## src/rtl/irq_enable_pkg.sv

```systemverilog
// Package for the sensor interrupt enable and masking block: register offsets,
// enable field positions, event carriers and the CRC constants.
// Assumes a single 100 MHz clock domain and a plain strobe register port.
package irq_enable_pkg;

	// Register offsets on the plain register port.
	localparam logic [3:0] ADDR_CTRL   = 4'h0; // Master, CRC and group enables.
	localparam logic [3:0] ADDR_EVT_EN = 4'h1; // Threshold, FIFO and conversion enables.
	localparam logic [3:0] ADDR_CHK_EN = 4'h2; // Per-channel underflow and overflow checks.
	localparam logic [3:0] ADDR_LEVEL  = 4'h3; // FIFO level count.
	localparam logic [3:0] ADDR_STATUS = 4'h4; // Live masked event view, read only.
	localparam logic [3:0] ADDR_CRC    = 4'h5; // Running memory CRC, read only.

	// Field positions in the control register.
	localparam int CTRL_MASTER  = 0;
	localparam int CTRL_CRC_COM = 1;
	localparam int CTRL_CRC_REG = 2;
	localparam int CTRL_ADC_GRP = 3;
	localparam int CTRL_CALC_GRP = 4;
	localparam int CTRL_SNS_GRP = 5;
	localparam int CTRL_CRC_USR = 6;
	localparam int CTRL_W       = 7;

	// Field positions in the event enable register.
	localparam int EVT_PHIGH = 0;
	localparam int EVT_PLOW  = 1;
	localparam int EVT_THIGH = 2;
	localparam int EVT_TLOW  = 3;
	localparam int EVT_FULL  = 4;
	localparam int EVT_EMPTY = 5;
	localparam int EVT_LEVEL = 6;
	localparam int EVT_DONE  = 7;
	localparam int EVT_W     = 8;

	// Field positions in the check enable register.
	localparam int CHK_CONV_UNDER_T1 = 0;
	localparam int CHK_CONV_UNDER_P  = 1;
	localparam int CHK_CONV_OVER_T1  = 2;
	localparam int CHK_CONV_OVER_P   = 3;
	localparam int CHK_MATH_UNDER_T1 = 4;
	localparam int CHK_MATH_UNDER_P  = 5;
	localparam int CHK_MATH_OVER_T1  = 6;
	localparam int CHK_MATH_OVER_P   = 7;
	localparam int CHK_W             = 8;

	// Status register layout: events, then ADC, math, sensor, CRC errors.
	localparam int STAT_ADC  = 8;
	localparam int STAT_MATH = 9;
	localparam int STAT_SNS  = 10;
	localparam int STAT_COM  = 11;
	localparam int STAT_MEM  = 12;
	localparam int STAT_USR  = 13;

	// FIFO figures.
	localparam int FIFO_FULL_COUNT = 32;
	localparam int FIFO_CNT_W      = 6;

	// Reset values; every enable is cleared.
	localparam logic [CTRL_W-1:0]     CTRL_RST  = 7'h00;
	localparam logic [EVT_W-1:0]      EVT_RST   = 8'h00;
	localparam logic [CHK_W-1:0]      CHK_RST   = 8'h00;
	localparam logic [FIFO_CNT_W-1:0] LEVEL_RST = 6'h00;

	// CRC-8 over memory bytes, polynomial x^8+x^2+x+1.
	localparam logic [7:0] CRC_POLY = 8'h07;
	localparam logic [7:0] CRC_INIT = 8'hFF;

	// Measurement and threshold set from the sensing path.
	typedef struct packed {
		logic [23:0] press;
		logic [23:0] temp;
		logic [23:0] p_high;
		logic [23:0] p_low;
		logic [23:0] t_high;
		logic [23:0] t_low;
	} meas_type;

	// Raw per-channel range flags from converter and compensation math.
	// The first member is bit 7, so bit i lines up with check enable bit i.
	typedef struct packed {
		logic math_over_press;
		logic math_over_temp1;
		logic math_under_press;
		logic math_under_temp1;
		logic conv_over_press;
		logic conv_over_temp1;
		logic conv_under_press;
		logic conv_under_temp1;
	} range_type;

endpackage : irq_enable_pkg

```

## src/rtl/sensor_irq_enable.sv

```systemverilog
// Interrupt enable and masking logic of the pressure and temperature sensor.
// Assumes measurement, FIFO, range and bus CRC inputs are synchronous to
// REF_CLK_IN, and that software writes the enables over the plain register port.
//
// Local design decisions: the address map and the plain strobed port.
`timescale 1ns/10ps

// Operation
// - Master enable low masks every interrupt source regardless of other enables.
// - Communication CRC enable makes a bus CRC mismatch a reportable event.
// - Memory CRC enable checks internal register memory contents by CRC.
// - ADC group enable gates all ADC error conditions.
// - Calculation group enable gates all calculation error conditions.
// - Sensor group enable gates all sensor error conditions.
// - Detect pressure above the upper pressure threshold when enabled.
// - Detect pressure below the lower pressure threshold when enabled.
// - Detect temperature above the upper temperature threshold when enabled.
// - Detect temperature below the lower temperature threshold when enabled.
// - Signal FIFO full once 32 unread values are held, when enabled.
// - Signal FIFO empty once every stored value is read, when enabled.
// - Signal FIFO level once unread count reaches programmed count, when enabled.
// - Signal an event each time a conversion completes, when enabled.
// - Separate ADC underflow check enables for temperature 1 and pressure.
// - Separate ADC overflow check enables for temperature 1 and pressure.
// - Separate calculation underflow check enables for temperature 1 and pressure.
// - Separate calculation overflow check enables for temperature 1 and pressure.
// - User memory CRC protection applies when its enable is set.
module sensor_irq_enable
	import irq_enable_pkg::*;
(
	// Clock and reset.
	input  wire logic                  REF_CLK_IN,
	input  wire logic                  RST_B_IN,
	// Register port.
	input  wire logic [3:0]            REG_ADDR_IN,
	input  wire logic [31:0]           REG_WDATA_IN,
	input  wire logic                  REG_WR_IN,
	input  wire logic                  REG_RD_IN,
	output logic      [31:0]           REG_RDATA_OUT,
	// Measurement path.
	input  wire meas_type              MEAS_IN,
	input  wire logic                  CONV_DONE_IN,
	input  wire range_type             RANGE_IN,
	input  wire logic                  SENSOR_FAULT_IN,
	// FIFO occupancy.
	input  wire logic [FIFO_CNT_W-1:0] FIFO_COUNT_IN,
	// Bus CRC compare from the serial interface.
	input  wire logic                  BUS_FRAME_END_IN,
	input  wire logic [7:0]            BUS_CRC_CALC_IN,
	input  wire logic [7:0]            BUS_CRC_RECV_IN,
	// Register memory byte stream for CRC, and stored reference.
	input  wire logic                  MEM_BYTE_VALID_IN,
	input  wire logic [7:0]            MEM_BYTE_IN,
	input  wire logic                  MEM_BYTE_USER_IN,
	input  wire logic                  MEM_SCAN_END_IN,
	input  wire logic [7:0]            MEM_CRC_REF_IN,
	input  wire logic [7:0]            USR_CRC_REF_IN,
	// Interrupt indication.
	output logic                       IRQ_OUT
);

	logic [CTRL_W-1:0]     ctrl_q;
	logic [EVT_W-1:0]      evt_en_q;
	logic [CHK_W-1:0]      chk_en_q;
	logic [FIFO_CNT_W-1:0] level_q;
	logic [7:0]            crc_mem_q;
	logic [7:0]            crc_usr_q;
	logic [7:0]            crc_mem_d;
	logic [7:0]            crc_usr_d;
	logic                  com_err_q;
	logic                  mem_err_q;
	logic                  usr_err_q;
	logic [FIFO_CNT_W-1:0] fifo_prev_q;
	logic [EVT_W-1:0]      evt_raw;
	logic [EVT_W-1:0]      evt_masked;
	logic [CHK_W-1:0]      chk_raw;
	logic                  adc_err;
	logic                  math_err;
	logic                  sns_err;
	logic [13:0]           status;

	// One CRC-8 byte step, shared by both memory checks.
	function automatic logic [7:0] crc8_step(input logic [7:0] crc, input logic [7:0] data);
		logic [7:0] c;
		c = crc ^ data;
		for (int i = 0; i < 8; i++) begin
			c = c[7] ? ((c << 1) ^ CRC_POLY) : (c << 1);
		end
		return c;
	endfunction : crc8_step

	// Enable registers written by software, all cleared at reset.
	always_ff @(posedge REF_CLK_IN or negedge RST_B_IN) begin
		if (!RST_B_IN) begin
			ctrl_q   <= CTRL_RST;
			evt_en_q <= EVT_RST;
			chk_en_q <= CHK_RST;
			level_q  <= LEVEL_RST;
		end else if (REG_WR_IN) begin
			case (REG_ADDR_IN)
				ADDR_CTRL:   ctrl_q   <= REG_WDATA_IN[CTRL_W-1:0];
				ADDR_EVT_EN: evt_en_q <= REG_WDATA_IN[EVT_W-1:0];
				ADDR_CHK_EN: chk_en_q <= REG_WDATA_IN[CHK_W-1:0];
				ADDR_LEVEL:  level_q  <= REG_WDATA_IN[FIFO_CNT_W-1:0];
				default: ;
			endcase
		end
	end

	// Previous FIFO count, so full, empty and level fire on arrival only.
	always_ff @(posedge REF_CLK_IN or negedge RST_B_IN) begin
		if (!RST_B_IN) begin
			fifo_prev_q <= '0;
		end else begin
			fifo_prev_q <= FIFO_COUNT_IN;
		end
	end

	// Raw events from thresholds, FIFO and conversion.
	always_comb begin
		evt_raw            = '0;
		evt_raw[EVT_PHIGH] = CONV_DONE_IN && (MEAS_IN.press > MEAS_IN.p_high);
		evt_raw[EVT_PLOW]  = CONV_DONE_IN && (MEAS_IN.press < MEAS_IN.p_low);
		evt_raw[EVT_THIGH] = CONV_DONE_IN && (MEAS_IN.temp > MEAS_IN.t_high);
		evt_raw[EVT_TLOW]  = CONV_DONE_IN && (MEAS_IN.temp < MEAS_IN.t_low);
		evt_raw[EVT_FULL]  = (FIFO_COUNT_IN == FIFO_CNT_W'(FIFO_FULL_COUNT))
			&& (fifo_prev_q != FIFO_CNT_W'(FIFO_FULL_COUNT));
		evt_raw[EVT_EMPTY] = (FIFO_COUNT_IN == '0) && (fifo_prev_q != '0);
		evt_raw[EVT_LEVEL] = (FIFO_COUNT_IN == level_q) && (fifo_prev_q != level_q);
		evt_raw[EVT_DONE]  = CONV_DONE_IN;
	end

	// Each event only through its own enable.
	assign evt_masked = evt_raw & evt_en_q;

	// Per-channel range checks, each with its own enable.
	assign chk_raw = RANGE_IN & chk_en_q;

	// Group gating of the error classes.
	assign adc_err  = ctrl_q[CTRL_ADC_GRP] && (|chk_raw[CHK_CONV_OVER_P:CHK_CONV_UNDER_T1]);
	assign math_err = ctrl_q[CTRL_CALC_GRP] && (|chk_raw[CHK_MATH_OVER_P:CHK_MATH_UNDER_T1]);
	assign sns_err  = ctrl_q[CTRL_SNS_GRP] && SENSOR_FAULT_IN;

	// Bus CRC mismatch flag, held for one cycle after a frame end.
	always_ff @(posedge REF_CLK_IN or negedge RST_B_IN) begin
		if (!RST_B_IN) begin
			com_err_q <= 1'b0;
		end else begin
			com_err_q <= ctrl_q[CTRL_CRC_COM] && BUS_FRAME_END_IN
				&& (BUS_CRC_CALC_IN != BUS_CRC_RECV_IN);
		end
	end

	// Next values of the running memory CRCs.
	always_comb begin
		crc_mem_d = crc_mem_q;
		crc_usr_d = crc_usr_q;
		if (MEM_BYTE_VALID_IN) begin
			if (MEM_BYTE_USER_IN) begin
				crc_usr_d = crc8_step(crc_usr_q, MEM_BYTE_IN);
			end else begin
				crc_mem_d = crc8_step(crc_mem_q, MEM_BYTE_IN);
			end
		end
	end

	// Memory scans; a mismatch at scan end is a one-cycle error.
	always_ff @(posedge REF_CLK_IN or negedge RST_B_IN) begin
		if (!RST_B_IN) begin
			crc_mem_q <= CRC_INIT;
			crc_usr_q <= CRC_INIT;
			mem_err_q <= 1'b0;
			usr_err_q <= 1'b0;
		end else if (MEM_SCAN_END_IN) begin
			mem_err_q <= ctrl_q[CTRL_CRC_REG] && (crc_mem_d != MEM_CRC_REF_IN);
			usr_err_q <= ctrl_q[CTRL_CRC_USR] && (crc_usr_d != USR_CRC_REF_IN);
			crc_mem_q <= CRC_INIT;
			crc_usr_q <= CRC_INIT;
		end else begin
			mem_err_q <= 1'b0;
			usr_err_q <= 1'b0;
			crc_mem_q <= crc_mem_d;
			crc_usr_q <= crc_usr_d;
		end
	end

	// Status view of every qualified source.
	assign status = {usr_err_q, mem_err_q, com_err_q, sns_err, math_err, adc_err, evt_masked};

	// Interrupt pulse only when the master enable is also set.
	always_ff @(posedge REF_CLK_IN or negedge RST_B_IN) begin
		if (!RST_B_IN) begin
			IRQ_OUT <= 1'b0;
		end else begin
			IRQ_OUT <= ctrl_q[CTRL_MASTER] && (|status);
		end
	end

	// Read data, one cycle after the strobe; unmapped reads return zero.
	always_ff @(posedge REF_CLK_IN or negedge RST_B_IN) begin
		if (!RST_B_IN) begin
			REG_RDATA_OUT <= '0;
		end else if (REG_RD_IN) begin
			case (REG_ADDR_IN)
				ADDR_CTRL:   REG_RDATA_OUT <= 32'(ctrl_q);
				ADDR_EVT_EN: REG_RDATA_OUT <= 32'(evt_en_q);
				ADDR_CHK_EN: REG_RDATA_OUT <= 32'(chk_en_q);
				ADDR_LEVEL:  REG_RDATA_OUT <= 32'(level_q);
				ADDR_STATUS: REG_RDATA_OUT <= 32'(status);
				ADDR_CRC:    REG_RDATA_OUT <= {16'h0000, crc_usr_q, crc_mem_q};
				default:     REG_RDATA_OUT <= '0;
			endcase
		end else begin
			REG_RDATA_OUT <= '0;
		end
	end

endmodule : sensor_irq_enable

```

## config.mk

```make
export PLATFORM = sky130hd
export DESIGN_NAME = sensor_irq_enable
export DESIGN_NICKNAME = d
export VERILOG_FILES = /design/src/rtl/irq_enable_pkg.sv /design/src/rtl/sensor_irq_enable.sv
export SDC_FILE = /design/constraint.sdc
export NUM_CORES = 1
export LEC_CHECK = 0
export BUFFER_PORTS_ARGS = -buffer_cell sky130_fd_sc_hd__buf_2
export CAP_MARGIN = 15
export CORE_UTILIZATION = 35
export CTS_CLUSTER_SIZE = 10
export DETAILED_ROUTE_END_ITERATION = 10
export HOLD_SLACK_MARGIN = 0.06
export SYNTH_ARGS = -nofsm -noshare
export SYNTH_HDL_FRONTEND = slang
export SYNTH_SLANG_ARGS = --single-unit
```

## constraint.sdc

```tcl
create_clock -name REF_CLK_IN -period 2.5 [get_ports REF_CLK_IN]
set_clock_uncertainty 0.05 [all_clocks]
set_input_delay 0.125 -clock REF_CLK_IN [delete_from_list [all_inputs] [get_ports REF_CLK_IN]]
set_output_delay 0.125 -clock REF_CLK_IN [all_outputs]
set_load 0.01 [all_outputs]
```

==> run_results.csv <==
group,metric,value,unit
run_status,status,"completed",
timing,setup_slack,0.215,ns
worst_setup_path,r2r-start,"crc_usr_q[7]$_DFF_PN1_",
timing,hold-worst-slack,0.0624,ns
worst_setup_path,worstSetupEndpointType,"flip-flop",
worst_setup_path,crit_type,"reg2reg",
power,ir_drop,0.313,mV
timing,maxSlewViolCount,0,
yosys,syn_inst,743,
placed_design,gp_congestion,0.862,
floorplan,dieArea,0.0200,sq mm
global_route,globalRouteTotalUtil,0.195,
flow_run,drv_cap,0,
worst_setup_path,slowest_delay,0.59,ns
yosys,yosys_warnings,0,
global_route,grt_overflow_total,0,
cts,cts_resized,0,
global_route,grt_pass1_wl,30300,um
routing,wl_per_cell,15.1,um
global_route,grt_max_degree,29,
yosys,synthesis.area,0.00679,sq mm
finish,areaGrowthSynthToFinish,29.8,%
cts,htree_levels,3,
finish,antenna_cells,0,
power,power_density,515,mW/mm^2
cts,clockBufferDepth,2,
yosys,synth_largest_area_cell,"dfrtp_1",
timing,fin_crit_sh,0.914,
worst_setup_path,cp_top_family,"XOR/XNOR gates",
cts,cts_buffers,9,
finish,nNetsFinal,1352,
worst_hold_path,hp-class,"in2reg",
yosys,ys_seq_area_frac,0.265,
global_route,grt_pass1_vias,6114,
finish,fill_cells,1870,
timing,post-route-min-period,2.28,ns
yosys,synth_edf_count,0,
yosys,async_flop_share,1.00,
worst_setup_path,ff2ff_setup_slack,0.22,ns
worst_setup_path,critPathLaunchType,"flip-flop",
worst_hold_path,hold_start,"MEM_CRC_REF_IN[2]",
worst_setup_path,worstReg2RegEnd,"usr_err_q$_DFF_PN0_",
yosys,synth.distinct_cells,61,
worst_setup_path,cp.buffers_inverters,0,
routing,firstDrtPassIters,4,
floorplan,fp.dieH,141,um
timing,slew_headroom,0.598,
worst_setup_path,cp_cell_sequence,"xor2_1 > xnor2_2 > xor3_1 > nor2_1 > xnor2_1 > xor2_1 > a41oi_1",
floorplan,fp.dieW,141,um
timing,clock.fmax,438,MHz
timing,grt_setup_unrepaired,"false",
worst_setup_path,worst-path-stages,7,
worst_setup_path,cp_max_fo,5,
yosys,ys_seq_elements,71,
routing,drt-total-wl,19300,um
yosys,synth_top_cell_area_share,0.203,
floorplan,ioPinCount,277,
floorplan,design.core.area,0.0188,sq mm
yosys,synth_area_leaders,"dfrtp_1 20%, ha_1 17%, dfstp_2 6.2%, inv_1 5.3%, xor2_1 5.2%",
timing,tightest_slew,0.601,ns
floorplan,start_util,0.360,
placed_design,dp_worst_setup_slack,-0.0674,ns
routing,antenna_left,0,
cts,cts_tree,"done",
finish,drive_gt1_frac,0.323,
worst_setup_path,r2r_cells,7,
yosys,netlist_top_cells_count,"95 x inv_1, 94 x ha_1, 55 x dfrtp_1",
placed_design,place_hpwl,16400,um
worst_setup_path,crit_start,"crc_usr_q[7]$_DFF_PN1_",
power,p_leak,4.66,nW
cts,clk_latency,0.34,ns
worst_setup_path,crit_arrival,2.42,ns
yosys,synth.avg_cell_area,9.13,sq um
global_route,antenna_found_initial,1,
worst_setup_path,crit_top_cell,"xor2_1",
worst_setup_path,critPathCapture,"usr_err_q$_DFF_PN0_",
routing,route.vias.total,6100,
placed_design,port_buffers,236,
cts,clockRootBuffer,"clkbuf_16",
cts,cts_sinks,71,
timing,setup_viol,0,
timing,hold_viol_final,0,
yosys,dominantRegCellSynth,"dfrtp_1",
routing,first_iter_violations,211,
routing,via_per_inst,4.77,
cts,clk_pin_slew,0.05,ns
routing,route.detailed.drc,0,
worst_setup_path,cpMaxStageDelayCell,"dfstp_2",
floorplan,rows,50,
worst_setup_path,worstPathRequired,2.64,ns
yosys,yosysMostFrequentCell,"inv_1",
-- cell type report --
cell class                      count  area (sq um)  area share
Tap cell                          260           325      0.0369
Clock buffer                       13           250      0.0284
Inverter                           95           357      0.0405
Multi-Input combinational cell    561          4510       0.512
Timing Repair Buffer              276          1520       0.173
Clock inverter                      3          45.0     0.00511
Sequential cell                    71          1800       0.204
-- stage by stage --
stage / setup TNS [ns] / area, sq um / util / power, W / std cells
6_report: 0 / 8810 / 0.468 / 0.00454 / 1279
5_1_grt: 0 / 8810 / 0.468 / 0.00484 / 1279
4_1_cts: 0 / 8800 / 0.467 / 0.00456 / 1278
3_5_place_dp: -0.0674 / 8340 / 0.443 / 0.00324 / 1245
3_3_place_gp: -0.0525 / 8340 / 0.443 / 0.00323 / 1245
2_1_floorplan: 0 / 6840 / - / 0.00268 / 758
-- kinds of logic after synthesis --
logic type / Yosys count / share of synthesized area
DFF: 71 / 0.265
xor gates and xnor gates: 94 / 0.147
and+or+nand+nor: 174 / 0.132
AOI/OAI and AO/OA: 145 / 0.143
adders and majority gates: 94 / 0.173
other: 1 / 0.000553
buffers and inverters: 126 / 0.0787
muxes: 38 / 0.0614
-- worst reg2reg max path, delay by kind of cell (launching register included) --
family,cells,cell delay (ns)
XOR/XNOR,5,1.26
AND/OR/NAND/NOR,1,0.12
flip-flops,1,0.59
AO/OA/AOI/OAI,1,0.15
-- report_power, final --
part	internal (W)	switching, W
logic	0.000899	0.000793
registers	0.00135	0.000211
clock network	0.000801	0.000485
-- sequential cells by signal, indices dropped and copies added (netlist names) --
name           cells
chk_en_q           8
crc_mem_q          8
IRQ_OUT            1
usr_err_q          1
com_err_q          1
level_q            6
crc_usr_q          8
mem_err_q          1
evt_en_q           8
fifo_prev_q        6
ctrl_q             7
REG_RDATA_OUT     16
-- metal layers --
metal,part of all wire,global-route usage,vias to the layer above,wire (um)
met4,0.015,0.0498,2,281
li1,-,-,3116,-
met2,0.48,0.341,175,9230
met3,0.047,0.0304,24,909
met5,0.00042,0,-,8
met1,0.46,0.250,2783,8830
-- cells in the final DEF, fill, tap and decap left out, types with 5 or more instances in the layout --
master         Yosys  final
xnor2_1           39     39
o21ai_0           14     14
buf_2              1    236
dfstp_2           16     16
buf_4             16     23
dfrtp_1           55     55
clkbuf_16          0      9
nand2b_1          16     16
a21oi_1           48     48
and3_1             5      5
mux2i_1            9      9
xnor3_1            7      7
inv_1             95     95
xnor2_2            5      5
dlygate4sd3_1      0     17
a22oi_1           12     12
nor2_1            48     48
mux2_2            29     29
xor2_1            40     40
a21o_1            22     22
conb_1             1     16
ha_1              94     94
o211ai_1           5      5
nand3_1           12     12
nor2b_1           13     13
nand4_1           17     17
a31oi_1            5      5
nor3_1             8      8
nor4_1             7      7
a211o_1            9      9
nand2_1           32     32
-- timing repair --
| item | 4_1_cts | 5_1_grt |
|---|---|---|
| endpoints found under the setup margin | 0 | 1 |
| endpoints found under the hold margin | 53 | 0 |
| buffers inserted | 0 | 1 |
| hold buffers | 17 | 0 |
-- how the worst min path moves through the flow --
stage,endpoint,cells after the start
finish,mem_err_q$_DFF_PN0_,3
global route,mem_err_q$_DFF_PN0_,3
CTS,mem_err_q$_DFF_PN0_,3
detailed placement,REG_RDATA_OUT[15]$_DFF_PN0_,1
global placement,REG_RDATA_OUT[14]$_DFF_PN0_,1
floorplan,IRQ_OUT$_DFF_PN0_,0
Note: power is estimated with default switching activity, not from simulation.
